==> config.mk <==
export PLATFORM = sky130hd
export DESIGN_NAME = pho_holdover_ctrl
export DESIGN_NICKNAME = d
export VERILOG_FILES = /design/src/logic/pho_pkg.sv /design/src/logic/pho_holdover_ctrl.sv
export SDC_FILE = /design/constraint.sdc
export NUM_CORES = 1
export LEC_CHECK = 0
export BUFFER_PORTS_ARGS = -buffer_cell sky130_fd_sc_hd__clkbuf_2
export CAP_MARGIN = 0
export CORE_ASPECT_RATIO = 1.1
export CORE_MARGIN = 1.5
export CORE_UTILIZATION = 65
export DETAILED_ROUTE_END_ITERATION = 16
export GPL_TIMING_DRIVEN = 0
export PLACE_DENSITY = 0.84
export SLEW_MARGIN = 0
export SYNTH_ARGS = -nofsm -noshare
export SYNTH_HDL_FRONTEND = slang
export SYNTH_SLANG_ARGS = --single-unit
==> constraint.sdc <==
create_clock -name i_clk -period 18.2 [get_ports i_clk]
set_input_delay 4.55 -clock i_clk [delete_from_list [all_inputs] [get_ports i_clk]]
set_output_delay 4.55 -clock i_clk [all_outputs]
set_load 0.01 [all_outputs]
==> src/logic/pho_pkg.sv <==
/*
  holdover controller constants, register map, field layouts, carriers.
  assumes one 20 MHz clock faster than the first loop's compare rate.
*/
// Behaviour
// host sets holdover enable before any entry
// tracked mode drives tracked code in holdover
// tracker acquired flag, routable to status pins
// tracker updates every multiplier times counter cycles
// host keeps update rate at most 100 kHz
// present tracker code readable by software
// charge pump high impedance during holdover
// holdover drops first lock, raises holdover status
// second lock held if locked at entry
// holdover output fixed code or last tracked
// lock detection keeps running during holdover
// holdover status routable to either status pin
// holdover ends by host or automatically
// auto exit uses window and holdover count
// auto exit needs phase error under window
// fixed select overrides tracked value at entry
// acquired means within two codes of tuning
// lock count up inside window, clear outside
// enter on reference loss, freeze tracking
package pho_pkg;
  // ==========================================
  // widths
  localparam int DAC_W = 10;
  localparam int PERR_W = 8;
  localparam int MULT_W = 15;
  localparam int CNTR_W = 8;
  localparam int LCNT_W = 14;
  localparam int ADR_W = 8;
  // ==========================================
  // register byte offsets
  localparam logic [ADR_W-1:0] OFS_CTRL = 8'h00;
  localparam logic [ADR_W-1:0] OFS_FIXED = 8'h04;
  localparam logic [ADR_W-1:0] OFS_RATE = 8'h08;
  localparam logic [ADR_W-1:0] OFS_WINDOW = 8'h0C;
  localparam logic [ADR_W-1:0] OFS_COUNT = 8'h10;
  localparam logic [ADR_W-1:0] OFS_SELECT = 8'h14;
  localparam logic [ADR_W-1:0] OFS_STATUS = 8'h18;
  localparam logic [ADR_W-1:0] OFS_IRQ = 8'h1C;
  localparam logic [ADR_W-1:0] OFS_MASK = 8'h20;
  // ==========================================
  // field positions
  localparam int RATE_CNTR_LSB = 16;
  localparam int COUNT_HOLD_LSB = 16;
  localparam int SEL_TWO_LSB = 8;
  localparam int ST_HOLD = 0;
  localparam int ST_LOCK1 = 1;
  localparam int ST_LOCK2 = 2;
  localparam int ST_ACQ = 3;
  localparam int ST_RATE_WARN = 4;
  localparam int ST_CODE_LSB = 16;
  // ==========================================
  // status pin source choices
  localparam logic [2:0] SEL_LOW = 3'h0;
  localparam logic [2:0] SEL_LOCK1 = 3'h1;
  localparam logic [2:0] SEL_LOCK2 = 3'h2;
  localparam logic [2:0] SEL_BOTH = 3'h3;
  localparam logic [2:0] SEL_HOLD = 3'h4;
  localparam logic [2:0] SEL_ACQ = 3'h5;
  // ==========================================
  // reset values and limits
  localparam logic [MULT_W-1:0] MULT_RST = 15'h00C8;
  localparam logic [CNTR_W-1:0] CNTR_RST = 8'h01;
  localparam logic [PERR_W-1:0] WINDOW_RST = 8'h10;
  localparam logic [LCNT_W-1:0] LCNT_RST = 14'h0010;
  localparam int ACQ_TOL = 2;
  localparam int CLK_HZ = 20_000_000;
  localparam int MAX_UPDATE_HZ = 100_000;
  localparam int MIN_UPDATE_CYC = CLK_HZ / MAX_UPDATE_HZ;
  // ==========================================
  // carriers
  typedef struct packed {
    logic auto_exit;
    logic exit_req;
    logic fixed_sel;
    logic track_en;
    logic hold_en;
  } pho_ctrl_t;
  typedef struct packed {
    logic lock_lost;
    logic tracker_acq;
    logic hold_exit;
    logic hold_entry;
  } pho_irq_t;
  localparam pho_ctrl_t CTRL_RST = 5'h00;
  localparam pho_irq_t IRQ_RST = 4'h0;
  typedef enum logic {PHO_TRACK, PHO_HOLD} pho_state_t;
endpackage : pho_pkg

==> src/logic/pho_holdover_ctrl.sv <==
/*
  holdover controller for the first loop: tracker, lock detect,
  holdover state, status pins, wishbone registers and interrupt.
  assumes pin inputs are asynchronous and come from the analog side;
  phase error is stable around its compare strobe.
*/
// The address map and the Wishbone slave port are this design's own decisions.
module pho_holdover_ctrl #(
  parameter int DAC_W = pho_pkg::DAC_W,
  parameter int PERR_W = pho_pkg::PERR_W
) (
  input wire logic i_clk,
  input wire logic i_rst_b,
  input wire logic i_wb_cyc,
  input wire logic i_wb_stb,
  input wire logic i_wb_we,
  input wire logic [pho_pkg::ADR_W-1:0] i_wb_adr,
  input wire logic [31:0] i_wb_dat,
  input wire logic [3:0] i_wb_sel,
  output logic [31:0] o_wb_dat,
  output logic o_wb_ack,
  input wire logic i_ref_valid,
  input wire logic i_compare_strobe,
  input wire logic [PERR_W-1:0] i_phase_error,
  input wire logic i_second_loop_lock,
  input wire logic [DAC_W-1:0] i_tune_code,
  output logic o_cp_drive_en,
  output logic o_dac_drive_en,
  output logic [DAC_W-1:0] o_first_loop_tuning_output,
  output logic o_status_pin_one,
  output logic o_status_pin_two,
  output logic o_first_loop_lock,
  output logic o_second_loop_lock,
  output logic o_holdover,
  output logic o_tracker_acquired,
  output logic o_irq
);
  import pho_pkg::*;

  // ==========================================
  // parameter checks
  if (DAC_W < 3 || DAC_W > 16) begin : g_bad_dac
    $error("DAC_W must lie in 3..16");
  end
  if (PERR_W < 1 || PERR_W > 8) begin : g_bad_perr
    $error("PERR_W must lie in 1..8");
  end

  localparam int PIN_W = 3 + PERR_W + DAC_W;
  localparam int PROD_W = MULT_W + CNTR_W;
  localparam logic [PROD_W-1:0] MIN_CYC = PROD_W'(MIN_UPDATE_CYC);
  localparam logic [DAC_W-1:0] TOL = DAC_W'(ACQ_TOL);

  // ==========================================
  // helpers
  // byte-lane merge of a write into a word
  function automatic logic [31:0] lane_merge(
    input logic [31:0] old_v,
    input logic [31:0] new_v,
    input logic [3:0] sel
  );
    logic [31:0] r;
    r = old_v;
    for (int b = 0; b < 4; b++) begin
      if (sel[b]) begin
        r[8*b +: 8] = new_v[8*b +: 8];
      end
    end
    return r;
  endfunction : lane_merge

  // status pin source decode, shared by both pins
  function automatic logic pin_source(
    input logic [2:0] sel,
    input logic lock1,
    input logic lock2,
    input logic hold,
    input logic acq
  );
    case (sel)
      SEL_LOCK1: pin_source = lock1;
      SEL_LOCK2: pin_source = lock2;
      SEL_BOTH: pin_source = lock1 & lock2;
      SEL_HOLD: pin_source = hold;
      SEL_ACQ: pin_source = acq;
      default: pin_source = 1'b0;
    endcase
  endfunction : pin_source

  // ==========================================
  // pin synchronisers
  logic [PIN_W-1:0] pin_meta;
  logic [PIN_W-1:0] pin_sync;
  logic strobe_dly;
  logic ref_s;
  logic strobe_s;
  logic lock2_s;
  logic [PERR_W-1:0] perr_s;
  logic [DAC_W-1:0] tune_s;

  // two stages; only the second stage is read
  always_ff @(posedge i_clk or negedge i_rst_b) begin
    if (!i_rst_b) begin
      pin_meta <= '0;
      pin_sync <= '0;
      strobe_dly <= 1'b0;
    end else begin
      pin_meta <= {i_ref_valid, i_compare_strobe, i_second_loop_lock,
                   i_phase_error, i_tune_code};
      pin_sync <= pin_meta;
      strobe_dly <= strobe_s;
    end
  end

  assign {ref_s, strobe_s, lock2_s, perr_s, tune_s} = pin_sync;

  // ==========================================
  // register file
  pho_ctrl_t ctrl;
  logic [DAC_W-1:0] fixed_code;
  logic [MULT_W-1:0] rate_mult;
  logic [CNTR_W-1:0] rate_cntr;
  logic [PERR_W-1:0] lock_window;
  logic [LCNT_W-1:0] run_count;
  logic [LCNT_W-1:0] hold_count;
  logic [2:0] sel_one;
  logic [2:0] sel_two;
  pho_irq_t irq_mask;
  pho_irq_t irq_stat;
  logic manual_exit;
  logic bus_req;
  logic bus_wr;
  logic [31:0] rd_mux;
  logic [31:0] wr_word;

  assign bus_req = i_wb_cyc & i_wb_stb & ~o_wb_ack;
  assign bus_wr = i_wb_cyc & i_wb_stb & i_wb_we & o_wb_ack;

  // ==========================================
  // holdover state and tracker signals
  pho_state_t state;
  pho_state_t next_state;
  logic enter_hold;
  logic leave_hold;
  logic [DAC_W-1:0] tracker_code;
  logic [DAC_W-1:0] held_code;
  logic tracker_acq;
  logic lock_raw;
  logic lock2_held;
  logic rate_warn;

  // byte lanes merged over the present word; the clear register over zero
  assign wr_word = lane_merge((i_wb_adr == OFS_IRQ) ? 32'h0 : rd_mux, i_wb_dat, i_wb_sel);

  // read decode; unmapped offsets read as zero
  always_comb begin
    rd_mux = '0;
    case (i_wb_adr)
      OFS_CTRL: rd_mux = 32'({ctrl.auto_exit, 1'b0, ctrl.fixed_sel,
                              ctrl.track_en, ctrl.hold_en});
      OFS_FIXED: rd_mux = 32'(fixed_code);
      OFS_RATE: begin
        rd_mux[MULT_W-1:0] = rate_mult;
        rd_mux[RATE_CNTR_LSB +: CNTR_W] = rate_cntr;
      end
      OFS_WINDOW: rd_mux = 32'(lock_window);
      OFS_COUNT: begin
        rd_mux[LCNT_W-1:0] = run_count;
        rd_mux[COUNT_HOLD_LSB +: LCNT_W] = hold_count;
      end
      OFS_SELECT: begin
        rd_mux[2:0] = sel_one;
        rd_mux[SEL_TWO_LSB +: 3] = sel_two;
      end
      OFS_STATUS: begin
        rd_mux[ST_HOLD] = o_holdover;
        rd_mux[ST_LOCK1] = o_first_loop_lock;
        rd_mux[ST_LOCK2] = o_second_loop_lock;
        rd_mux[ST_ACQ] = tracker_acq;
        rd_mux[ST_RATE_WARN] = rate_warn;
        rd_mux[ST_CODE_LSB +: DAC_W] = tracker_code;
      end
      OFS_IRQ: rd_mux = 32'(irq_stat);
      OFS_MASK: rd_mux = 32'(irq_mask);
      default: rd_mux = '0;
    endcase
  end

  // bus answer one cycle after the request, ack dropped after one
  always_ff @(posedge i_clk or negedge i_rst_b) begin
    if (!i_rst_b) begin
      o_wb_ack <= 1'b0;
      o_wb_dat <= '0;
    end else begin
      o_wb_ack <= bus_req;
      if (bus_req) begin
        o_wb_dat <= rd_mux;
      end
    end
  end

  // software-written configuration
  always_ff @(posedge i_clk or negedge i_rst_b) begin
    if (!i_rst_b) begin
      ctrl <= CTRL_RST;
      fixed_code <= '0;
      rate_mult <= MULT_RST;
      rate_cntr <= CNTR_RST;
      lock_window <= WINDOW_RST[PERR_W-1:0];
      run_count <= LCNT_RST;
      hold_count <= LCNT_RST;
      sel_one <= SEL_LOW;
      sel_two <= SEL_LOW;
      irq_mask <= IRQ_RST;
    end else if (bus_wr) begin
      case (i_wb_adr)
        OFS_CTRL: ctrl <= pho_ctrl_t'({wr_word[4], 1'b0, wr_word[2:0]});
        OFS_FIXED: fixed_code <= wr_word[DAC_W-1:0];
        OFS_RATE: begin
          rate_mult <= wr_word[MULT_W-1:0];
          rate_cntr <= wr_word[RATE_CNTR_LSB +: CNTR_W];
        end
        OFS_WINDOW: lock_window <= wr_word[PERR_W-1:0];
        OFS_COUNT: begin
          run_count <= wr_word[LCNT_W-1:0];
          hold_count <= wr_word[COUNT_HOLD_LSB +: LCNT_W];
        end
        OFS_SELECT: begin
          sel_one <= wr_word[2:0];
          sel_two <= wr_word[SEL_TWO_LSB +: 3];
        end
        OFS_MASK: irq_mask <= pho_irq_t'(wr_word[3:0]);
        default: ;
      endcase
    end
  end

  // exit request bit is a pulse, never stored
  always_ff @(posedge i_clk or negedge i_rst_b) begin
    if (!i_rst_b) begin
      manual_exit <= 1'b0;
    end else begin
      manual_exit <= bus_wr && (i_wb_adr == OFS_CTRL) && wr_word[3];
    end
  end

  // ==========================================
  // tracker update tick: multiplier times counter cycles
  logic [MULT_W-1:0] mult_eff;
  logic [CNTR_W-1:0] cntr_eff;
  logic [MULT_W-1:0] mult_cnt;
  logic [CNTR_W-1:0] cntr_cnt;
  logic upd_tick;
  logic [PROD_W-1:0] period;

  // zero settings behave as one, so the tick never stalls
  assign mult_eff = (rate_mult == '0) ? MULT_W'(1) : rate_mult;
  assign cntr_eff = (rate_cntr == '0) ? CNTR_W'(1) : rate_cntr;
  assign period = PROD_W'(mult_eff) * PROD_W'(cntr_eff);
  assign rate_warn = period < MIN_CYC;

  always_ff @(posedge i_clk or negedge i_rst_b) begin
    if (!i_rst_b) begin
      mult_cnt <= '0;
      cntr_cnt <= '0;
      upd_tick <= 1'b0;
    end else begin
      upd_tick <= 1'b0;
      if (mult_cnt >= mult_eff - MULT_W'(1)) begin
        mult_cnt <= '0;
        if (cntr_cnt >= cntr_eff - CNTR_W'(1)) begin
          cntr_cnt <= '0;
          upd_tick <= 1'b1;
        end else begin
          cntr_cnt <= cntr_cnt + CNTR_W'(1);
        end
      end else begin
        mult_cnt <= mult_cnt + MULT_W'(1);
      end
    end
  end

  // ==========================================
  // tracker: one code step per update, frozen in holdover
  // slow slew is the price of a look-back that ignores glitches
  logic [DAC_W-1:0] diff;
  assign diff = (tracker_code > tune_s) ? tracker_code - tune_s
                                        : tune_s - tracker_code;

  always_ff @(posedge i_clk or negedge i_rst_b) begin
    if (!i_rst_b) begin
      tracker_code <= '0;
    end else if (upd_tick && ctrl.track_en && state == PHO_TRACK) begin
      if (tracker_code < tune_s) begin
        tracker_code <= tracker_code + DAC_W'(1);
      end else if (tracker_code > tune_s) begin
        tracker_code <= tracker_code - DAC_W'(1);
      end
    end
  end

  // acquired once within tolerance; held through holdover while tracking stays enabled
  always_ff @(posedge i_clk or negedge i_rst_b) begin
    if (!i_rst_b) begin
      tracker_acq <= 1'b0;
    end else if (!ctrl.track_en) begin
      tracker_acq <= 1'b0;
    end else if (state == PHO_TRACK) begin
      tracker_acq <= diff <= TOL;
    end
  end

  // ==========================================
  // lock detect, also running in holdover for auto exit
  logic [LCNT_W-1:0] lock_cnt;
  logic [LCNT_W-1:0] thresh;
  logic cmp_pulse;

  assign cmp_pulse = strobe_s & ~strobe_dly;
  // holdover uses its own count, zero treated as one
  assign thresh = (state == PHO_HOLD) ? hold_count : run_count;
  always_ff @(posedge i_clk or negedge i_rst_b) begin
    if (!i_rst_b) begin
      lock_cnt <= '0;
      lock_raw <= 1'b0;
    end else if (enter_hold) begin
      lock_cnt <= '0;
      lock_raw <= 1'b0;
    end else if (cmp_pulse) begin
      if (perr_s < lock_window) begin
        if (lock_cnt + LCNT_W'(1) >= thresh) begin
          lock_raw <= 1'b1;
        end else begin
          lock_cnt <= lock_cnt + LCNT_W'(1);
        end
      end else begin
        lock_cnt <= '0;
        lock_raw <= 1'b0;
      end
    end
  end

  // ==========================================
  // holdover state
  // entry needs enable from the host and a lost reference
  assign enter_hold = state == PHO_TRACK && ctrl.hold_en && !ref_s;
  assign leave_hold = state == PHO_HOLD &&
                      (manual_exit || !ctrl.hold_en ||
                       (ctrl.auto_exit && ref_s && lock_raw));

  always_comb begin
    next_state = state;
    case (state)
      PHO_TRACK: if (enter_hold) next_state = PHO_HOLD;
      PHO_HOLD: if (leave_hold) next_state = PHO_TRACK;
      default: next_state = PHO_TRACK;
    endcase
  end

  always_ff @(posedge i_clk or negedge i_rst_b) begin
    if (!i_rst_b) begin
      state <= PHO_TRACK;
    end else begin
      state <= next_state;
    end
  end

  // capture at entry: code to hold and second loop lock
  always_ff @(posedge i_clk or negedge i_rst_b) begin
    if (!i_rst_b) begin
      held_code <= '0;
      lock2_held <= 1'b0;
    end else if (enter_hold) begin
      held_code <= ctrl.fixed_sel ? fixed_code : tracker_code;
      lock2_held <= lock2_s;
    end
  end

  // ==========================================
  // loop outputs
  logic hold_n;
  logic lock1_n;
  logic lock2_n;
  logic [DAC_W-1:0] tune_n;

  assign hold_n = next_state == PHO_HOLD;
  assign lock1_n = lock_raw && !hold_n;
  assign lock2_n = (hold_n && !enter_hold && lock2_held) || lock2_s;
  // fixed code stays live so software can retune in holdover
  assign tune_n = !hold_n ? tracker_code :
                  ctrl.fixed_sel ? fixed_code :
                  enter_hold ? tracker_code : held_code;

  always_ff @(posedge i_clk or negedge i_rst_b) begin
    if (!i_rst_b) begin
      o_cp_drive_en <= 1'b0;
      o_dac_drive_en <= 1'b0;
      o_first_loop_tuning_output <= '0;
      o_holdover <= 1'b0;
      o_first_loop_lock <= 1'b0;
      o_second_loop_lock <= 1'b0;
      o_tracker_acquired <= 1'b0;
    end else begin
      o_cp_drive_en <= !hold_n;
      o_dac_drive_en <= hold_n;
      o_first_loop_tuning_output <= tune_n;
      o_holdover <= hold_n;
      o_first_loop_lock <= lock1_n;
      o_second_loop_lock <= lock2_n;
      o_tracker_acquired <= tracker_acq;
    end
  end

  // status pins through their selectors
  always_ff @(posedge i_clk or negedge i_rst_b) begin
    if (!i_rst_b) begin
      o_status_pin_one <= 1'b0;
      o_status_pin_two <= 1'b0;
    end else begin
      o_status_pin_one <= pin_source(sel_one, lock1_n, lock2_n, hold_n,
                                     tracker_acq);
      o_status_pin_two <= pin_source(sel_two, lock1_n, lock2_n, hold_n,
                                     tracker_acq);
    end
  end

  // ==========================================
  // interrupt status: set wins over a write-one clear
  pho_irq_t irq_evt;
  pho_irq_t irq_clr;
  pho_irq_t next_irq;
  logic acq_dly;

  always_ff @(posedge i_clk or negedge i_rst_b) begin
    if (!i_rst_b) begin
      acq_dly <= 1'b0;
    end else begin
      acq_dly <= tracker_acq;
    end
  end

  assign irq_evt.hold_entry = enter_hold;
  assign irq_evt.hold_exit = leave_hold;
  assign irq_evt.tracker_acq = tracker_acq & ~acq_dly;
  assign irq_evt.lock_lost = o_first_loop_lock & ~lock1_n;
  assign irq_clr = (bus_wr && i_wb_adr == OFS_IRQ) ?
                   pho_irq_t'(wr_word[3:0]) : IRQ_RST;
  assign next_irq = (irq_stat & ~irq_clr) | irq_evt;

  always_ff @(posedge i_clk or negedge i_rst_b) begin
    if (!i_rst_b) begin
      irq_stat <= IRQ_RST;
      o_irq <= 1'b0;
    end else begin
      irq_stat <= next_irq;
      o_irq <= |(next_irq & irq_mask);
    end
  end

endmodule : pho_holdover_ctrl

### Yosys cells after proc, flatten, opt, wreduce, memory -nomap -nowiden

Index checks and enable logic that the tools add are counted.

* logic and storage cells: 180
* input bits: 70
* output and inout bits: 52
* register bits after elaboration: 240

* equality and inequality tests: 21
* add/subtract/negate cells: 9
* multiply operators: 1
* multiplexer cells: 44
* reductions and logical operators: 36
* bitwise gates (word level): 17
* magnitude comparators: 8

Operator list (count)
* $mux 10: 7
* $mux 14: 5
* $eq 8x5->1 const B: 4
* $mux 8: 4
* $mux 15: 2
* $mux 30: 1
* $pmux 3 s9: 1
* $pmux 3 s4: 2
* $pmux 8 s3: 1
* $lt 23x8->1 const B: 1
* $mul 15x8->23: 1
* $reduce_and 2->1: 10
* $sub 10x10->10: 2
* $eq 8x4->1 const B: 2
* $logic_not 8->1: 2
* $pmux 2 s8: 1
* $add 15x1->15 const B: 1
* $ge 15x15->1: 1
* $logic_not 15->1: 1
* $sub 15x1->15 const B: 1
* $add 14x1->14 const B: 1
* $ge 14x14->1: 1
* $logic_and 1x1->1: 13
* $eq 3x2->1 const B: 4
* other kinds (33): 67

### Longest topological paths before layout

* depth in word-level cells: 13
* mapped depth: 28
* gate-level depth less buffers: 27

### Worst setup path after synthesis

OpenSTA, ideal clock, no wires.

* kind: reg-to-reg
* from: register rate_mult[2]
* to: register fixed_code[4]
* cell stages (with the launch flop): 27
* clock period less this slack: 6.971 ns
* setup time: 0.082 ns
* required time: 18.118 ns
* path slack: 11.229 ns
* path buffers: 0
* arrival time: 6.889 ns
* cell sequence: dfrtp_1 or3_4 or4_4 or4_4 nor3_2 nand2b_1 or2_4 nor2_2 or2_4 nand2_1 fa_1 fa_1 inv_1 fa_1 inv_1 fa_1 inv_1 ha_1 a21oi_2 o221a_2 o211ai_1 a21oi_1 mux2_2 or4_1 nor4_2 a211oi_1 a31oi_1

* word-level cells in the longest chain between the ends: 7

Ends and longest elaborated chain
* from (decl): RTL line pho_holdover_ctrl.sv:121 `logic [MULT_W-1:0] rate_mult;`
* from (signal assigned): RTL line pho_holdover_ctrl.sv:220 `rate_mult <= wr_word[MULT_W-1:0];`
* $logic_not 15->1: RTL line pho_holdover_ctrl.sv:257 `assign mult_eff = (rate_mult == '0) ? MULT_W'(1) : rate_mult;`
* $mux 15 (*): RTL line pho_holdover_ctrl.sv:257
* $mul 15x8->23 (*): RTL line pho_holdover_ctrl.sv:259 `assign period = PROD_W'(mult_eff) * PROD_W'(cntr_eff);`
* $lt 23x8->1 (*): RTL line pho_holdover_ctrl.sv:260 `assign rate_warn = period < MIN_CYC;`
* $pmux 2 s8 (*): RTL line pho_holdover_ctrl.sv:158 `case (i_wb_adr)`
* $mux 30 (*): RTL line pho_holdover_ctrl.sv:153 `assign wr_word = lane_merge((i_wb_adr == OFS_IRQ) ? 32'h0 : rd_mux, i_wb_dat, i_wb_sel);`
* $mux 8 (*): RTL line pho_holdover_ctrl.sv:65 `if (sel[b]) begin`
* to (signal assigned): RTL line pho_holdover_ctrl.sv:218 `OFS_FIXED: fixed_code <= wr_word[DAC_W-1:0];`
* to (decl): RTL line pho_holdover_ctrl.sv:120 `logic [DAC_W-1:0] fixed_code;`

Every way passes the cells marked *; elsewhere a longest branch is shown, timed or not.
A chain may end at the register's enable or synchronous reset.

### Worst setup path in the final report

* from: register rate_mult[2]
* to: register lock_window[4]

* word-level cells in the longest chain between the ends: 7

Ends and longest elaborated chain
* $logic_not 15->1: RTL line pho_holdover_ctrl.sv:257
* $mux 15 (*): RTL line pho_holdover_ctrl.sv:257
* $mul 15x8->23 (*): RTL line pho_holdover_ctrl.sv:259
* $lt 23x8->1 (*): RTL line pho_holdover_ctrl.sv:260
* $pmux 2 s8 (*): RTL line pho_holdover_ctrl.sv:158
* $mux 30 (*): RTL line pho_holdover_ctrl.sv:153
* $mux 8 (*): RTL line pho_holdover_ctrl.sv:65
* to (signal assigned): RTL line pho_holdover_ctrl.sv:209 `lock_window <= WINDOW_RST[PERR_W-1:0];`
* to (signal assigned): RTL line pho_holdover_ctrl.sv:223 `OFS_WINDOW: lock_window <= wr_word[PERR_W-1:0];`
* to (decl): RTL line pho_holdover_ctrl.sv:123 `logic [PERR_W-1:0] lock_window;`

Marked as above.

==> results.cfg <==
[outcome]
status = completed

[clock_tree]
cts_root_buf = clkbuf_16
cts_hold_buf = 0
cts_buffers = 26
post_cts_buffers = 0
cts.sinks = 240
clkSlewWorstSetupHoldPaths_ns = 0.06
cts_tree = yes
h-tree-depth = 1
worstSkewPairLatency_ns = 0.54
post_cts_resized = 0
clock_path_buffers = 3

[critical_path]
worstPathArrival_ns = 8.63
end_kind = flip-flop
cp_max_fo = 7
r2r_end = lock_window[4]
setup.worst_path.start_class = flip-flop
r2r_cells = 26
crit_type = reg -> reg
r2r-start = rate_mult[2]
rrSetupSlack_ns = 10.01
required_ns = 18.64

[floorplanning]
num_io_pins = 122
fp.dieW_um = 155
core_mm2 = 0.0246
initial_core_util_pct = 66.8
die_h_um = 170
rows = 60
die-area_mm2 = 0.0263

[detailed_routing]
drc = 0
firstDrtPassIters = 7
ant_nets = 0
routedWlPerCell_um = 20.3
vias_per_cell = 6.28
drt_iter0_drc = 1079
wl_um = 44800
vias = 13800

[pwr]
switching_share_pct = 24.3
p_leak_nw = 8.94
powerDensity_mw_per_mm2 = 64.9
seq_power_share_pct = 46.5
p_int_mw = 0.902
vdd_drop_max_mv = 0.0924
p_switching_mw = 0.290
clkPwrFrac_pct = 45.5
pwr-share-comb_pct = 8.0
power_mw = 1.19

[global_routing]
grt_max_degree = 94
grt-ovfl-total = 0
grtUsageTotal_pct = 35.0
grt_pass1_wl_um = 72100
antenna_found_initial = 0
grt_pass1_vias = 13900

[yosys]
synth_top_area_share_pct = 35.5
syn_area_per_cell_um2 = 9.52
netlist_top_cells_area = dfrtp_1 (35%), fa_1 (9.9%), ha_1 (8.9%), nand2_1 (4.5%), o21ai_0 (4.2%)
ys_seq_elements = 240
yosysSeqAreaShare_pct = 36.6
synth_top_cell_by_area = dfrtp_1
synthCells = 1728
synth.cell_area_mm2 = 0.0164
yosys_warnings = 0
ys_types = 79
synthFlopType = dfrtp_1
synth_edf_count = 0
ys_top_cells_by_count = dfrtp_1 (233), nand2_1 (197), inv_1 (147), o21ai_0 (138), ha_1 (117)
synth.most_common_cell = dfrtp_1
synth-async-reset-ratio_pct = 100

[hold_path]
hp-start = pin_meta[19]
holdPathEnd = pin_sync[19]
hold_path_depth = 0
worstHoldPathType = reg -> reg

[place]
portBuffers = 112
gp_congestion = 0.924
dp.cells = 2154
hpwlAfterDp_um = 34300

[finish]
drive_gt1_share_pct = 12.2
nets = 2140
finalNonFillerCells = 2202
synthToLayoutAreaGrowth_pct = 11.7
antenna_cells = 0

[timing]
drv_slew = 0
fin_tns_setup_ns = 0
timing.fmax_mhz = 122
rsz0062_at_grt = no
timing.final.crit_share_pct = 45.0
fin_crit_ns = 8.19
tightest_slew_ns = 1.24
hold_violations = 0
skew_ns = 0.0210
setup_violations = 0
relSlewSlack_pct = 16.5
hold_slack_ns = 0.343

[flow_run]
max_cap_viol_count = 0
## cell families after synthesis
group / after synthesis / share of synthesized area (%)
muxes: 69 / 4.46
and+or+nand+nor: 531 / 16.0
adders and majority gates: 198 / 18.8
xor gates and xnor gates: 63 / 3.36
buffers and inverters: 232 / 5.41
AOI/OAI and AO/OA: 394 / 15.4
other: 1 / 0.0228
DFF: 240 / 36.6
## power by group through the flow
stage	Sequential [mW]	Clock (mW)	Combinational [mW]
floorplan	0.560	0	0.0524
CTS	0.555	0.546	0.0946
global placement	0.564	0	0.0896
global route	0.556	0.569	0.105
finish	0.555	0.542	0.0953
detailed placement	0.564	0	0.0939
## registers in the layout, indices dropped and copies added (netlist names), 4 cells and up
signal / count
o_wb_dat: 29
pin_meta: 21
pin_sync: 21
mult_cnt: 15
rate_mult: 15
hold_count: 14
lock_cnt: 14
run_count: 14
fixed_code: 10
held_code: 10
o_first_loop_tuning_output: 10
tracker_code: 10
cntr_cnt: 8
lock_window: 8
rate_cntr: 8
ctrl: 4
irq_mask: 4
irq_stat: 4
## metal layers
layer	vias to the layer above	routed length [um]	GRT usage (%)
met3	150	3260	4.72
met2	657	22300	61.2
met1	6768	16900	42.7
met5	-	0	0
li1	6243	-	-
met4	0	2310	17.5
## worst max-delay path by stage
| stage | slack, ns | end | cells after the start | start |
|---|---|---|---|---|
| 3_3_place_gp | 7.88 | pin_meta[3] | 1 | i_rst_b |
| 4_1_cts | 10.22 | lock_window[4] | 26 | rate_mult[2] |
| 2_1_floorplan | 11.23 | fixed_code[4] | 26 | rate_mult[2] |
| 5_1_grt | 9.64 | ctrl[4] | 26 | rate_mult[2] |
| 3_5_place_dp | 10.28 | lock_window[4] | 26 | rate_mult[2] |
| 6_report | 10.01 | lock_window[4] | 26 | rate_mult[2] |
## worst max-delay path: stages (launching register included)
cell,delay [ns]
dfrtp_1,0.44
or3_4,0.44
or4_4,0.45
or4_4,0.45
nor3_2,0.16
nand2b_1,0.10
or2_4,0.25
nor2_2,0.07
or2_4,0.16
nand2_1,0.09
fa_1,0.53
fa_1,0.54
inv_1,0.06
fa_1,0.54
inv_1,0.06
fa_1,0.52
inv_1,0.04
ha_1,0.39
o211ai_1,0.21
o21ai_0,0.32
xor2_1,0.13
a2111oi_0,0.57
o311ai_0,0.37
a2111o_1,0.46
nor4_2,0.28
a211oi_1,0.21
o21ai_0,0.25
## metrics by stage
step / instance area [um2] / setup WS, ns / util, %
6_report: 18400 / 10.01 / 74.6
5_1_grt: 18400 / 9.64 / 74.6
2_1_floorplan: 16400 / 11.23 / -
3_3_place_gp: 17400 / 7.88 / 70.7
4_1_cts: 18400 / 10.22 / 74.6
3_5_place_dp: 17500 / 10.28 / 70.9
## cell type report
type                    instances  area, um2
clock buffers                  39        811
repair buffers                114        624
inverters                     148        556
plain buffers                  84        334
flip-flops and latches        240       6010
multi-input cells            1258       9550
well taps                     310        388
clock inverters                 9       91.3
fillers                      1740       6260
## cell usage in the layout, fill, tap and decap left out, drive strengths merged, types with 10 or more instances in the layout
cell	instances
a21o	29
a21oi	78
a221oi	10
a222oi	18
a22o	12
a31oi	10
and2	95
and3	20
buf	15
clkbuf	222
dfrtp	233
fa	81
ha	117
inv	151
mux2	34
mux2i	35
nand2	197
nand2b	14
nand3	36
nand4	10
nor2	83
nor2b	16
nor3	18
o211ai	10
o21a	16
o21ai	142
o22ai	13
xnor2	38
xor2	25
No activity file was read; power rests on OpenSTA's default activity.
